$ cat src/verilog/cyclic_sense_pkg.sv
// constants shared by the cyclic timers and wake filters
package cyclic_sense_pkg;

  // ----------------------------------------------------------------
  // register map
  // ----------------------------------------------------------------
  localparam logic [6:0] ADDR_WAKE_CTRL  = 7'h06;
  localparam logic [6:0] ADDR_FILTER_SEL = 7'h09;
  localparam logic [6:0] ADDR_TIMER_A    = 7'h0C;
  localparam logic [6:0] ADDR_TIMER_B    = 7'h0D;

  localparam logic [7:0] RST_WAKE_CTRL   = 8'h00;
  localparam logic [7:0] RST_FILTER_SEL  = 8'h00;
  localparam logic [7:0] RST_TIMER       = 8'h00;

  // field positions
  localparam int FLT_A_LSB   = 0;
  localparam int FLT_B_LSB   = 2;
  localparam int FLT_C_LSB   = 4;
  localparam int TMR_PER_LSB = 0;
  localparam int TMR_ON_LSB  = 4;
  localparam int WAKE_EN_A   = 6;
  localparam int WAKE_EN_B   = 7;
  localparam int HS_COUNT    = 4;

  // ----------------------------------------------------------------
  // encodings
  // ----------------------------------------------------------------
  localparam logic [1:0] FLT_STATIC_SHORT = 2'h0;
  localparam logic [1:0] FLT_STATIC_LONG  = 2'h1;
  localparam logic [1:0] FLT_CYCLIC_A     = 2'h2;
  localparam logic [1:0] FLT_CYCLIC_B     = 2'h3;

  localparam logic [2:0] ON_OFF_LOW   = 3'h0;
  localparam logic [2:0] ON_LAST_RUN  = 3'h5;
  localparam logic [2:0] ON_OFF_HIGH  = 3'h6;
  localparam logic [2:0] PER_RESERVED = 3'h7;

  localparam logic [2:0] HS_BY_TIMER_A = 3'h2;
  localparam logic [2:0] HS_BY_TIMER_B = 3'h3;

  // ----------------------------------------------------------------
  // timing: all timer arithmetic runs on a 1 us tick
  // ----------------------------------------------------------------
  localparam int CLK_PERIOD_NS = 10;
  localparam int TICK_NS       = 1000;
  localparam int TICK_CYCLES   = TICK_NS / CLK_PERIOD_NS;

  localparam logic [6:0] FILTER_SHORT_US = 7'd16;
  localparam logic [6:0] FILTER_LONG_US  = 7'd64;

  // on-time and period in microseconds, indexed by code
  localparam logic [20:0] ON_TIME_US [8] = '{
    21'd0, 21'd100, 21'd300, 21'd1000,
    21'd10000, 21'd20000, 21'd0, 21'd0};
  localparam logic [20:0] PERIOD_US [8] = '{
    21'd10000, 21'd20000, 21'd50000, 21'd100000,
    21'd200000, 21'd1000000, 21'd2000000, 21'd0};

endpackage

$ cat src/verilog/cyclic_timer.sv
// one cyclic timer: periodic on-time pulse with hold modes
module cyclic_timer
  import cyclic_sense_pkg::*;
(
  // clock and reset
  input  wire logic        clk,
  input  wire logic        sys_rst,
  // control
  input  wire logic        tick,
  input  wire logic        run,
  input  wire logic        holdHigh,
  input  wire logic        restart,
  input  wire logic [20:0] onTicks,
  input  wire logic [20:0] perTicks,
  // status
  output logic             timerOut,
  output logic             onEnd,
  output logic             periodStart
);

  typedef struct packed {
    logic [20:0] cnt;
    logic        out;
    logic        onEnd;
    logic        perStart;
  } timer_s;

  timer_s cur_reg;
  timer_s cur_next;

  always_comb begin
    cur_next = cur_reg;
    cur_next.onEnd = 1'b0;
    cur_next.perStart = 1'b0;
    if (!run) begin
      cur_next.cnt = '0;
      cur_next.out = holdHigh;
    end else if (restart) begin
      cur_next.cnt = '0;
      cur_next.out = 1'b0;
    end else if (tick) begin
      // an on-time longer than the period keeps the output high
      if (cur_reg.cnt == '0) begin
        cur_next.out = 1'b1;
        cur_next.perStart = 1'b1;
      end
      // falling onTicks ticks after the rise gives the full on-time
      if (cur_reg.cnt == onTicks) begin
        cur_next.out = 1'b0;
        cur_next.onEnd = 1'b1;
      end
      if (cur_reg.cnt == perTicks - 21'd1) begin
        cur_next.cnt = '0;
      end else begin
        cur_next.cnt = cur_reg.cnt + 21'd1;
      end
    end
  end

  always_ff @(posedge clk or posedge sys_rst) begin
    if (sys_rst) begin
      cur_reg <= '0;
    end else begin
      cur_reg <= cur_next;
    end
  end

  assign timerOut    = cur_reg.out;
  assign onEnd       = cur_reg.onEnd;
  assign periodStart = cur_reg.perStart;

endmodule

$ cat src/verilog/cyclic_sense_timers_wake_filter.sv
// cyclic sense timers, wake input filters and their control registers
//
// Operation
// - each of the three wake inputs has its own 2-bit filter code.
// - codes 00 and 01 filter the input statically for 16 us or 64 us.
// - codes 10 and 11 sample the 16 us filtered input at on-time end.
// - reserved register bits always read as zero.
// - on-time codes 001 to 101 give 0.1, 0.3, 1, 10 and 20 ms.
// - on-time 000 stops the timer low, 110 stops it high, 111 reserved.
// - period codes 000 to 110 give 10 ms up to 2 s, 111 is reserved.
// - the second timer has the same layout and encodings as the first.
// - an assigned timer starts by itself once a running code is set.
// - clearing timer-driven switches in restart also clears timers.
// - cyclic wake and cyclic sensing may run together.
// - all four registers reset to zero.
// - a wake-enable bit per timer makes its cycle a wake source.
// - switch codes 010 and 011 follow the first or second timer.
module cyclic_sense_timers_wake_filter
  import cyclic_sense_pkg::*;
#(
  parameter logic [11:0] TICK_DIV = 12'(TICK_CYCLES)
)
(
  // clock and reset
  input  wire logic                  clk,
  input  wire logic                  sys_rst,
  // register port
  input  wire logic [6:0]            regAddr,
  input  wire logic [7:0]            regWrData,
  input  wire logic                  regWrEn,
  input  wire logic                  regRdEn,
  output logic      [7:0]            regRdData,
  // switch configuration and device state
  input  wire logic [3*HS_COUNT-1:0] hsCfg,
  input  wire logic                  restartState,
  // wake pins
  input  wire logic                  wakeInputA,
  input  wire logic                  wakeInputB,
  input  wire logic                  wakeInputC,
  // results
  output logic      [2:0]            wakeLevel,
  output logic      [HS_COUNT-1:0]   hsTimerDrive,
  output logic      [1:0]            timerWakeEvent
);

  // ----------------------------------------------------------------
  // helpers
  // ----------------------------------------------------------------
  function automatic logic usesCode(input logic [3*HS_COUNT-1:0] cfg,
                                    input logic [2:0] code);
    logic hit;
    hit = 1'b0;
    for (int i = 0; i < HS_COUNT; i++) begin
      if (cfg[3*i +: 3] == code) hit = 1'b1;
    end
    return hit;
  endfunction

  function automatic logic isRunCode(input logic [2:0] onCode,
                                     input logic [2:0] perCode);
    return onCode != ON_OFF_LOW && onCode <= ON_LAST_RUN
           && perCode != PER_RESERVED;
  endfunction

  typedef struct packed {
    logic [11:0]     prescale;
    logic            tick;
    logic [1:0]      wakeEn;
    logic [5:0]      fltSel;
    logic [2:0]      onA;
    logic [2:0]      perA;
    logic [2:0]      onB;
    logic [2:0]      perB;
    logic [7:0]      rdData;
    logic [2:0]      syncFirst;
    logic [2:0]      syncSecond;
    logic [2:0][6:0] fltCnt;
    logic [2:0]      fltLvl;
    logic [2:0]      wake;
    logic [HS_COUNT-1:0] hsDrive;
    logic [1:0]      wakeEvt;
    logic            cycPrev;
  } core_s;

  core_s cur_reg;
  core_s cur_next;

  logic usesA;
  logic usesB;
  logic runA;
  logic runB;
  logic restartA;
  logic restartB;
  logic outA;
  logic outB;
  logic onEndA;
  logic onEndB;
  logic perStartA;
  logic perStartB;

  assign usesA = usesCode(hsCfg, HS_BY_TIMER_A);
  assign usesB = usesCode(hsCfg, HS_BY_TIMER_B);
  // a timer needs a user before it runs
  assign runA = isRunCode(cur_reg.onA, cur_reg.perA)
                && (usesA || cur_reg.wakeEn[0]);
  assign runB = isRunCode(cur_reg.onB, cur_reg.perB)
                && (usesB || cur_reg.wakeEn[1]);
  assign restartA = regWrEn && regAddr == ADDR_TIMER_A;
  assign restartB = regWrEn && regAddr == ADDR_TIMER_B;

  // ----------------------------------------------------------------
  // timers
  // ----------------------------------------------------------------
  cyclic_timer timerA (
    .clk         (clk),
    .sys_rst     (sys_rst),
    .tick        (cur_reg.tick),
    .run         (runA),
    .holdHigh    (cur_reg.onA == ON_OFF_HIGH),
    .restart     (restartA),
    .onTicks     (ON_TIME_US[cur_reg.onA]),
    .perTicks    (PERIOD_US[cur_reg.perA]),
    .timerOut    (outA),
    .onEnd       (onEndA),
    .periodStart (perStartA)
  );

  cyclic_timer timerB (
    .clk         (clk),
    .sys_rst     (sys_rst),
    .tick        (cur_reg.tick),
    .run         (runB),
    .holdHigh    (cur_reg.onB == ON_OFF_HIGH),
    .restart     (restartB),
    .onTicks     (ON_TIME_US[cur_reg.onB]),
    .perTicks    (PERIOD_US[cur_reg.perB]),
    .timerOut    (outB),
    .onEnd       (onEndB),
    .periodStart (perStartB)
  );

  // ----------------------------------------------------------------
  // next state
  // ----------------------------------------------------------------
  always_comb begin
    logic [1:0] code;
    logic [6:0] limit;
    code  = 2'h0;
    limit = FILTER_SHORT_US;
    cur_next = cur_reg;

    // 1 us tick
    cur_next.tick = 1'b0;
    if (cur_reg.prescale >= TICK_DIV - 12'd1) begin
      cur_next.prescale = '0;
      cur_next.tick = 1'b1;
    end else begin
      cur_next.prescale = cur_reg.prescale + 12'd1;
    end

    // register writes
    if (regWrEn) begin
      case (regAddr)
        ADDR_WAKE_CTRL: begin
          cur_next.wakeEn = {regWrData[WAKE_EN_B], regWrData[WAKE_EN_A]};
        end
        ADDR_FILTER_SEL: cur_next.fltSel = regWrData[5:0];
        ADDR_TIMER_A: begin
          cur_next.onA  = regWrData[TMR_ON_LSB +: 3];
          cur_next.perA = regWrData[TMR_PER_LSB +: 3];
        end
        ADDR_TIMER_B: begin
          cur_next.onB  = regWrData[TMR_ON_LSB +: 3];
          cur_next.perB = regWrData[TMR_PER_LSB +: 3];
        end
        default: ;
      endcase
    end

    // switches dropped off the timers in restart: stop stale sensing
    cur_next.cycPrev = usesA || usesB;
    if (restartState && cur_reg.cycPrev && !(usesA || usesB)) begin
      cur_next.onA  = ON_OFF_LOW;
      cur_next.perA = '0;
      cur_next.onB  = ON_OFF_LOW;
      cur_next.perB = '0;
    end

    // register reads show the live fields, zeros elsewhere
    if (regRdEn) begin
      case (regAddr)
        ADDR_WAKE_CTRL:  cur_next.rdData = {cur_reg.wakeEn, 6'h00};
        ADDR_FILTER_SEL: cur_next.rdData = {2'h0, cur_reg.fltSel};
        ADDR_TIMER_A: begin
          cur_next.rdData = {1'b0, cur_reg.onA, 1'b0, cur_reg.perA};
        end
        ADDR_TIMER_B: begin
          cur_next.rdData = {1'b0, cur_reg.onB, 1'b0, cur_reg.perB};
        end
        default: cur_next.rdData = 8'h00;
      endcase
    end

    // wake inputs: synchronise, filter, then sample or pass
    cur_next.syncFirst  = {wakeInputC, wakeInputB, wakeInputA};
    cur_next.syncSecond = cur_reg.syncFirst;
    for (int i = 0; i < 3; i++) begin
      code  = cur_reg.fltSel[2*i +: 2];
      limit = (code == FLT_STATIC_LONG) ? FILTER_LONG_US
                                        : FILTER_SHORT_US;
      if (cur_reg.syncSecond[i] == cur_reg.fltLvl[i]) begin
        cur_next.fltCnt[i] = '0;
      end else if (cur_reg.tick) begin
        if (cur_reg.fltCnt[i] + 7'd1 >= limit) begin
          cur_next.fltLvl[i] = cur_reg.syncSecond[i];
          cur_next.fltCnt[i] = '0;
        end else begin
          cur_next.fltCnt[i] = cur_reg.fltCnt[i] + 7'd1;
        end
      end
      case (code)
        FLT_CYCLIC_A: if (onEndA) cur_next.wake[i] = cur_reg.fltLvl[i];
        FLT_CYCLIC_B: if (onEndB) cur_next.wake[i] = cur_reg.fltLvl[i];
        default: cur_next.wake[i] = cur_reg.fltLvl[i];
      endcase
    end

    // switch drive and cyclic wake run side by side
    for (int i = 0; i < HS_COUNT; i++) begin
      if (hsCfg[3*i +: 3] == HS_BY_TIMER_A) begin
        cur_next.hsDrive[i] = outA;
      end else if (hsCfg[3*i +: 3] == HS_BY_TIMER_B) begin
        cur_next.hsDrive[i] = outB;
      end else begin
        cur_next.hsDrive[i] = 1'b0;
      end
    end
    cur_next.wakeEvt = {perStartB && cur_reg.wakeEn[1],
                        perStartA && cur_reg.wakeEn[0]};
  end

  always_ff @(posedge clk or posedge sys_rst) begin
    if (sys_rst) begin
      cur_reg        <= '0;
      cur_reg.wakeEn <= RST_WAKE_CTRL[7:6];
      cur_reg.fltSel <= RST_FILTER_SEL[5:0];
      cur_reg.onA    <= RST_TIMER[6:4];
      cur_reg.perA   <= RST_TIMER[2:0];
      cur_reg.onB    <= RST_TIMER[6:4];
      cur_reg.perB   <= RST_TIMER[2:0];
    end else begin
      cur_reg <= cur_next;
    end
  end

  assign regRdData      = cur_reg.rdData;
  assign wakeLevel      = cur_reg.wake;
  assign hsTimerDrive   = cur_reg.hsDrive;
  assign timerWakeEvent = cur_reg.wakeEvt;

endmodule

$ cat config.mk
export PLATFORM = sky130hd
export DESIGN_NAME = cyclic_sense_timers_wake_filter
export DESIGN_NICKNAME = d
export VERILOG_FILES = /design/src/verilog/cyclic_sense_pkg.sv /design/src/verilog/cyclic_timer.sv /design/src/verilog/cyclic_sense_timers_wake_filter.sv
export SDC_FILE = /design/constraint.sdc
export NUM_CORES = 1
export LEC_CHECK = 0
export ABC_AREA = 1
export BUFFER_PORTS_ARGS = -buffer_cell sky130_fd_sc_hd__buf_2
export CORE_AREA = 4 4 119 121
export DETAILED_ROUTE_END_ITERATION = 8
export DIE_AREA = 0 0 123 125
export PLACE_DENSITY = 0.86
export SKIP_CTS_REPAIR_TIMING = 1
export SYNTH_ARGS = -nofsm -noshare
export SYNTH_HDL_FRONTEND = slang
export SYNTH_SLANG_ARGS = --single-unit
export TNS_END_PERCENT = 5
$ cat constraint.sdc
create_clock -name clk -period 7.8 [get_ports clk]
set_input_delay 0.39 -clock clk [delete_from_list [all_inputs] [get_ports clk]]
set_output_delay 0.39 -clock clk [all_outputs]
set_load 0.1 [all_outputs]
==> results.cfg, run 1 <==
[cells_and_area]
synthToLayoutAreaGrowth_pct = 9.76
diodes = 0
multi_input_area_um2 = 4590
layout-drive-gt1-share_pct = 8.08
seq_area_um2 = 3230
fillCellCount = 1033
fin_nets = 1353
fin_cells = 1475
largest_reg_flops = 61

[route]
ant_nets = 0
drt_iter0_drc = 841
top_layer = met4
wl_met1_mm = 9.04
wl_mm = 22.1
wl_met3_mm = 1.67
dr_wl_met2_mm = 10.7
viasPerCell = 5.67
drc = 0
dr.pass1.iters = 6
via_count = 8362
wl_per_cell_um = 15.0

[setup_path]
r2r_cells = 10
r2r_end = timerB.cur_reg[8]
crit_path_start = cur_reg[51]
cpPeakStageDelay_ps = 660
arrival_ps = 3110
worstPathRequired_ps = 8160
r2r-start = cur_reg[51]
setup.worst_path.end_class = flop
criticalPathCategory = flop to flop
crit_chain = inv_1 -> ha_1 -> o21a_1 -> a21oi_1 -> nand3_1 -> nor2_2 -> inv_1 -> nor3_1 -> nand2_1 -> nand2_1
start_kind = flop
reg2reg_slack_ps = 5050
cp_slowest_cell = nor2_2
crit_fanout = 19

[synthesis]
synth_top_area_share_pct = 37.1
synth_largest_area_cell = dfrtp_1
synth_area_per_cell_um2 = 6.96
synth.area.top_cells = dfrtp_1 37%, nand2_1 16%, inv_1 7.3%
async_flop_share_pct = 100
yosysWarnings = 0
synth_edf_count = 0
ys_top_cells_by_count = 368 x nand2_1, 169 x inv_1, 129 x dfrtp_1, 120 x nand3_1, 113 x nor2_1
syn_area_um2 = 8690
synth_ff_type = dfrtp_1
syn_inst = 1249
synth_most_common_cell = nand2_1
synth.distinct_cells = 38
ys_ff_latch = 129
seq_area_frac_synth_pct = 37.1

[power]
power.total_w = 0.00178
powerDensity_nw_per_um2 = 187
ir_drop_uv = 210
leakagePower_nw = 4.90

[grt]
grt_max_degree = 77
antenna_found_initial = 0
grt_pass1_wl_mm = 36.6
grt_pass1_vias = 8031
overflow = 0
grt_use_total_pct = 29.5

[clock_network]
cts.clk_slew.worst_paths_ps = 60
cts_buffers = 17
cts_root_buf = clkbuf_16
htreeDepth = 4
clockBufferDepth = 2
cts_tree = yes
cts.sink_count = 129
clock_latency_ps = 420

[sta]
setup_viol = 0
fmax_ghz = 0.364
finalHoldViolCount = 0
drv_slew = 0
min_period_ps = 2750
rsz0062_at_grt = false
timing.final.ws_setup_ps = 5050
skew_ps = 7.96
slew_headroom_pct = 37.0
period_share_pct = 35.3
final.setup.tns_ps = 0
tightest_slew_ps = 945

[job]
cap_violations = 0

[floorplan]
dieHeight_um = 125
fp.dieW_um = 123
initial_utilization_pct = 66.4
io_pins = 52
dieArea_um2 = 15400
floorplan.rows = 42
core_um2 = 13100

[placed_design]
place.gp.congestion = 0.993
portBuffers = 51
hpwl_mm = 16.0
dp.cells = 1442
pre_cts_ws_ps = 5010

[worst_hold_path]
hold_class = input port to async pin

[status]
status = completed
cell families after synthesis:
family / count (synthesis) / synth area share [%]
AND/OR/NAND/NOR: 687 / 33.9
buffers and inverters: 212 / 10.2
AO/OA/AOI/OAI: 130 / 8.22
flip-flops: 129 / 37.1
XOR/XNOR: 54 / 5.44
adder cells (fa/ha/maj): 32 / 4.61
multiplexers: 4 / 0.504
other: 1 / 0.0431
how the worst max path moves through the flow:
stage	to	slack, ps	depth (start not counted)
after global routing	timerB.cur_reg[8]	4780	11
after floorplan	cur_next[34]	3970	1
final	timerB.cur_reg[8]	5050	10
after global placement	timerA.timerOut	5110	13
after CTS	timerA.timerOut	4950	10
after detailed placement	timerA.timerOut	5010	13
through the flow:
step | cell area [µm²] | utilization [%] | hold WS (ps)
floorplan | 8710 | - | 331
global route | 9540 | 72.9 | 56.4
detailed placement | 8960 | 68.4 | 339
finish | 9540 | 72.9 | 60.3
CTS | 9530 | 72.9 | 57.4
global placement | 8960 | 68.4 | 332
where the power goes:
part | internal, W | switching, W
combinational | 0.0000709 | 0.000196
sequential | 0.000711 | 0.0000357
clock | 0.000460 | 0.000310
total | 0.00124 | 0.000542
layout by cell type, fill, tap and decap left out, types with 3 or more instances in the layout:
master     instances
nand2_1          368
clkbuf_16         17
dfrtp_1          129
o21ai_0           56
mux2_2             3
nand2_2            4
nor3b_1            5
o21ai_1           13
nand3b_1           7
nor3_1            29
inv_6              5
nand3_1          120
a21oi_1           28
o22ai_1           20
clkinv_4           3
inv_1            168
nand4_1           22
nor2_1           113
nor4_1             9
xnor2_1            4
nand3_2            3
buf_2             51
xor2_1            50
conb_1             5
inv_2              4
o21a_1             4
ha_1              32
routing by layer:
layer | GRT usage (%) | vias up
met5 | 0 | -
met4 | 13.2 | 0
met3 | 5.83 | 61
met2 | 48.7 | 389
met1 | 37.6 | 3843
li1 | - | 4069
layout make-up:
type	count	area share (%)
clock buffer	19	4.75
clock inverter	13	1.31
inverter	173	6.83
multi-input combinational	912	48.1
sequential	129	33.8
tap	176	2.31
timing repair buffer	53	2.83
critical path: cells and delay by family (launching register included):
kind	cells	cell delay, ps
adders and majority gates	1	260
and+or+nand+nor	5	1250
DFF	1	440
AOI/OAI and AO/OA	2	360
buffers and inverters	2	370
Note: power is estimated with default switching activity, not from simulation.
==> run 2, diff against run 1 <==
--- a/config.mk
+++ b/config.mk
@@ -5,12 +5,12 @@
 export SDC_FILE = /design/constraint.sdc
 export NUM_CORES = 1
 export LEC_CHECK = 0
-export ABC_AREA = 1
+export ABC_AREA = 0
 export BUFFER_PORTS_ARGS = -buffer_cell sky130_fd_sc_hd__buf_2
-export CORE_AREA = 4 4 119 121
+export CORE_AREA = 4 4 124 126
 export DETAILED_ROUTE_END_ITERATION = 8
-export DIE_AREA = 0 0 123 125
-export PLACE_DENSITY = 0.86
+export DIE_AREA = 0 0 128 130
+export PLACE_DENSITY = 0.8
 export SKIP_CTS_REPAIR_TIMING = 1
 export SYNTH_ARGS = -nofsm -noshare
 export SYNTH_HDL_FRONTEND = slang
==> constraint.sdc (replaced) <==
create_clock -name clk -period 2.7 [get_ports clk]
set_input_delay 0.135 -clock clk [delete_from_list [all_inputs] [get_ports clk]]
set_output_delay 0.135 -clock clk [all_outputs]
set_load 0.1 [all_outputs]
==> run 2 against run 1 <==
Cell count decreased by 15%. Cell area increased by 4.4%. Critical path type unchanged. Clock-buffer cell count decreased by 1. Highest routed layer unchanged.
==> results.cfg, run 2 <==
[grt]
use_met1_pct = 34.9
grt_use_total_pct = 25.9
grt_pass1_vias = 7054
top_usage_layer = met2
grt_max_degree = 59
antenna_found_initial = 0
overflow = 0
use_met3_pct = 6.39
gr-usage-met2_pct = 41.4
grt_pass1_wl_mm = 35.0

[clock_network]
cts_root_buf = clkbuf_16
cts_tree = yes
clock_latency_ps = 420
cts.sink_count = 129
clockBufferDepth = 2
cts.clk_slew.worst_paths_ps = 60
htreeDepth = 4
cts_buffers = 17

[route]
drc = 0
wl_per_cell_um = 17.5
ant_nets = 0
wl_mm = 21.8
viasPerCell = 6.18
dr.pass1.iters = 6
via_count = 7710
drt_iter0_drc = 812

[sta]
period_share_pct = 97.1
drv_slew = 0
min_period_ps = 2620
setup_viol = 0
tightest_slew_ps = 913
rsz0062_at_grt = true
slew_headroom_pct = 38.9
skew_ps = 10.7
fmax_ghz = 0.381
finalHoldViolCount = 0
final.setup.tns_ps = 0
timing.final.ws_setup_ps = 78.4

[setup_path]
criticalPathCategory = flop to flop
cp_slowest_cell = a221o_1
cpPeakStageDelay_ps = 410
crit_fanout = 7
arrival_ps = 2920
worstPathRequired_ps = 3000
crit_top_cell = buf_4
setup.worst_path.end_class = flop
start_kind = flop
crit_chain = inv_1 -> ha_2 -> buf_4 -> nor4_4 -> xnor2_1 -> a221o_1 -> a2111oi_4 -> buf_4 -> nand2_2 -> a41o_1

[synthesis]
synth_edf_count = 0
syn_inst = 1001
synth_ff_type = dfrtp_1
synth_top_area_share_pct = 37.2
synth.distinct_cells = 81
ys_top_cells_by_count = 129 x dfrtp_1, 88 x nand2_1, 84 x nor2_1, 58 x clkbuf_1, 57 x o21ai_0
synth.area.top_cells = dfrtp_1 37%, ha_1 4.6%, nand2_1 3.8%
yosysWarnings = 0
async_flop_share_pct = 100
synth_area_per_cell_um2 = 8.67
synth_most_common_cell = dfrtp_1
synth_largest_area_cell = dfrtp_1
syn_area_um2 = 8680
seq_area_frac_synth_pct = 37.2
ys_ff_latch = 129

[worst_hold_path]
hold_class = input port to flop

[floorplan]
core_um2 = 14300
io_pins = 52
initial_utilization_pct = 60.6
dieHeight_um = 130
floorplan.rows = 44
fp.dieW_um = 128
dieArea_um2 = 16600

[cells_and_area]
mostFrequentLayoutCells = 128 x dfrtp_1, 88 x nand2_1, 84 x nor2_1
synthToLayoutAreaGrowth_pct = 14.8
largest_reg_flops = 61
final_common_cell = dfrtp_1
fin_nets = 1117
fin_cells = 1247
fin_util_pct = 69.6
layout-drive-gt1-share_pct = 17.7
diodes = 0

[power]
leakagePower_nw = 4.39
clkPwrFrac_pct = 43.2
power.total_w = 0.00533
swShare_pct = 29.9
p_int_w = 0.00374
ir_drop_uv = 429
p_comb_share_pct = 15.8
powerDensity_nw_per_um2 = 535
pwr-share-seq_pct = 40.9
switching_power_w = 0.00160

[status]
status = completed

[placed_design]
pre_cts_ws_ps = -51.0
portBuffers = 51
place.gp.congestion = 0.961
dp.cells = 1203
hpwl_mm = 15.0

[job]
cap_violations = 0
-- run 2: changes by cell type after synthesis, moves of 13 or more --
cell      delta
nand2b_1    +20
and3_1      +19
inv_1      -135
xor2_1      -23
mux2i_1     +24
nand2_1    -280
clkbuf_1    +46
xnor2_1     +31
nand3_1     -65
nor2_1      -29
mux2_2      +14
o21ai_1     -13
-- run 2: critical path: cells and delay by family (launching register included) --
kind | cells | cell delay (ps)
AND/OR/NAND/NOR | 2 | 390
buffers and inverters | 3 | 420
adder cells (fa/ha/maj) | 1 | 210
AO/OA/AOI/OAI | 3 | 970
flip-flops | 1 | 380
XOR/XNOR | 1 | 140
-- run 2: final timing paths --
path | startpoint | slack, ps | endpoint | cells past startpoint
min in group asynchronous | sys_rst | 400 | cur_reg[70] | 3
worst max register to register | cur_reg[49] | 80 | timerB.cur_reg[6] | 10
worst min-delay path | hsCfg[6] | 9 | hsTimerDrive[2] | 3
max in group asynchronous | sys_rst | 1550 | cur_reg[50] | 4
worst max-delay path | cur_reg[49] | 80 | timerB.cur_reg[6] | 10
worst min register to register | cur_next[34] | 360 | cur_reg[34] | 0
-- run 2: power groups by stage --
stage          logic [W]  registers [W]  clock network [W]
2_1_floorplan   0.000680        0.00217                  0
3_3_place_gp    0.000801        0.00220                  0
3_5_place_dp    0.000815        0.00221                  0
4_1_cts         0.000824        0.00218            0.00233
5_1_grt         0.000927        0.00220            0.00242
6_report        0.000843        0.00218            0.00231
-- run 2: through the flow --
step	area, µm²	hold slack [ps]
after global placement	9180	244
after CTS	9780	-192
after detailed placement	9180	247
after global routing	9960	7.48
after floorplan	8700	166
final	9960	9.07
-- run 2: routing by layer --
layer  vias to the layer above  part of all wire [%]
met5                         -                     0
met4                         0                   2.2
met2                       305                    48
met1                      3697                    43
met3                        47                   6.8
li1                       3661                     -
-- run 2: logic make-up after synthesis --
kind of cell             synth area share (%)
multiplexers                             5.09
adder cells (fa/ha/maj)                  4.61
flip-flops                               37.2
other                                  0.0432
buffers and inverters                    6.78
AND/OR/NAND/NOR                          24.5
XOR/XNOR                                 6.26
AO/OA/AOI/OAI                            15.5
-- run 2: area by class of cell --
class / instances / area, µm²
fill: 1094 / 4350
clock buffer: 18 / 439
multi-input combinational: 751 / 4960
tap: 184 / 230
timing repair buffer: 117 / 811
inverter: 34 / 131
clock inverter: 14 / 156
sequential: 129 / 3230
==> run 3, diff against run 2 <==
--- a/config.mk
+++ b/config.mk
@@ -10,6 +10,7 @@
 export CORE_AREA = 4 4 124 126
 export DETAILED_ROUTE_END_ITERATION = 8
 export DIE_AREA = 0 0 128 130
+export HOLD_SLACK_MARGIN = 0.15
 export PLACE_DENSITY = 0.8
 export SKIP_CTS_REPAIR_TIMING = 1
 export SYNTH_ARGS = -nofsm -noshare
==> run 3 against run 2 <==
Hold slack improved by 170 ps. Flip-flop and latch count unchanged. Global-route usage unchanged. Die area unchanged. Critical path depth unchanged. Clock skew increased by 3.0 ps. Combinational power increased by 2%. Non-clock buffer count increased by 17. Sequential share of layout area decreased by 0.54 points. Via count increased by 1.3%. Sequential power about the same. Clock-buffer cell count unchanged. Critical endpoint unchanged.
==> results.cfg, run 3 (synthesized netlist as in run 2, its figures left out) <==
[placed_design]
dp.cells = 1203
pre_cts_ws_ps = -51.0
portBuffers = 51
hpwl_mm = 15.0
place.gp.congestion = 0.961

[power]
leakagePower_nw = 4.47
ir_drop_uv = 429
powerDensity_nw_per_um2 = 530
power.total_w = 0.00536

[cells_and_area]
fin_nets = 1134
diodes = 0
fillCellCount = 1062
mostFrequentLayoutCells = 128 x dfrtp_1, 88 x nand2_1, 84 x nor2_1
final_common_cell = dfrtp_1
largest_reg_flops = 61
synthToLayoutAreaGrowth_pct = 16.7
fin_cells = 1264
layout-drive-gt1-share_pct = 17.4

[sta]
min_period_ps = 2630
hold_slack_ps = 183
period_share_pct = 97.3
tightest_slew_ps = 962
setup_viol = 0
final.setup.tns_ps = 0
drv_slew = 0
timing.final.ws_setup_ps = 73.5
finalHoldViolCount = 0
fmax_ghz = 0.381
skew_ps = 13.7
slew_headroom_pct = 35.6
rsz0062_at_grt = true

[floorplan]
dieArea_um2 = 16600
initial_utilization_pct = 60.6
core_um2 = 14300
floorplan.rows = 44
dieHeight_um = 130
fp.dieW_um = 128
io_pins = 52

[route]
via_count = 7810
drc = 0
ant_nets = 0
wl_per_cell_um = 17.7
drt_iter0_drc = 909
viasPerCell = 6.18
wl_mm = 22.4
dr.pass1.iters = 5

[worst_hold_path]
hp-start = regAddr[1]
holdPathEnd = regRdData[7]
hold_class = input port to flop
hold_depth = 4

[clock_network]
cts.sink_count = 129
cts_root_buf = clkbuf_16
htreeDepth = 4
clock_latency_ps = 430
cts_tree = yes
clockBufferDepth = 2
cts.clk_slew.worst_paths_ps = 70
cts_buffers = 17

[setup_path]
crit_fanout = 6
arrival_ps = 2930
worstPathRequired_ps = 3010
r2r-start = cur_reg[48]
start_kind = flop
reg2reg_slack_ps = 70
setup.worst_path.end_class = flop
r2r_end = timerB.cur_reg[6]
r2r_cells = 10
criticalPathCategory = flop to flop

[grt]
grt_use_total_pct = 25.9
grt_pass1_wl_mm = 35.0
antenna_found_initial = 0
overflow = 0
grt_max_degree = 59
grt_pass1_vias = 7054

[job]
cap_violations = 0

[status]
status = completed
[run 3: cell count changes in the layout (fill, tap and decap cells not counted)]
| cell | delta |
|---|---|
| dlygate4sd3_1 | +17 |
[run 3: worst max-delay path by stage]
stage	slack, ps	cells after the start	end	from
2_1_floorplan	-10	11	timerB.cur_reg[11]	cur_reg[49]
3_3_place_gp	20	9	timerB.cur_reg[9]	cur_reg[49]
3_5_place_dp	-50	9	timerB.cur_reg[9]	cur_reg[49]
4_1_cts	-50	9	timerB.cur_reg[9]	cur_reg[49]
5_1_grt	-50	10	timerB.cur_reg[6]	cur_reg[49]
6_report	70	10	timerB.cur_reg[6]	cur_reg[48]
[run 3: where the power goes]
part | internal, W | leakage (nW) | switching, W
sequential | 0.00206 | 1.74 | 0.000125
clock | 0.00139 | 0.280 | 0.000929
combinational | 0.000300 | 2.45 | 0.000561
total | 0.00375 | 4.47 | 0.00161
[run 3: worst max-delay path: stages (launching register included)]
cell and delay, ps:
dfrtp_1 380, buf_4 150, ha_2 230, o21ai_0 210, a22oi_1 110, xnor2_1 130
or4_1 450, a2111oi_4 280, buf_4 190, nand2_2 100, a41o_1 260
[run 3: area by class of cell]
class	instances	area, µm²	area share (%)
repair buffers	134	981	9.68
flip-flops and latches	129	3230	31.9
multi-input cells	751	4960	49.0
clock buffers	18	439	4.34
clock inverters	14	156	1.54
well taps	184	230	2.27
inverters	34	131	1.30
[run 3: layer usage]
layer / wire (µm) / GRT usage (%) / up-vias
met4: 636 / 8.36 / 0
li1: - / - / 3695
met3: 1600 / 6.39 / 66
met1: 9400 / 34.9 / 3695
met2: 10700 / 41.4 / 354
met5: 0 / 0 / -
[run 3: per-stage QoR]
step / cell area, µm² / utilization, %
2_1_floorplan: 8700 / -
3_3_place_gp: 9180 / 64.1
3_5_place_dp: 9180 / 64.1
4_1_cts: 9780 / 68.3
5_1_grt: 10100 / 70.8
6_report: 10100 / 70.8
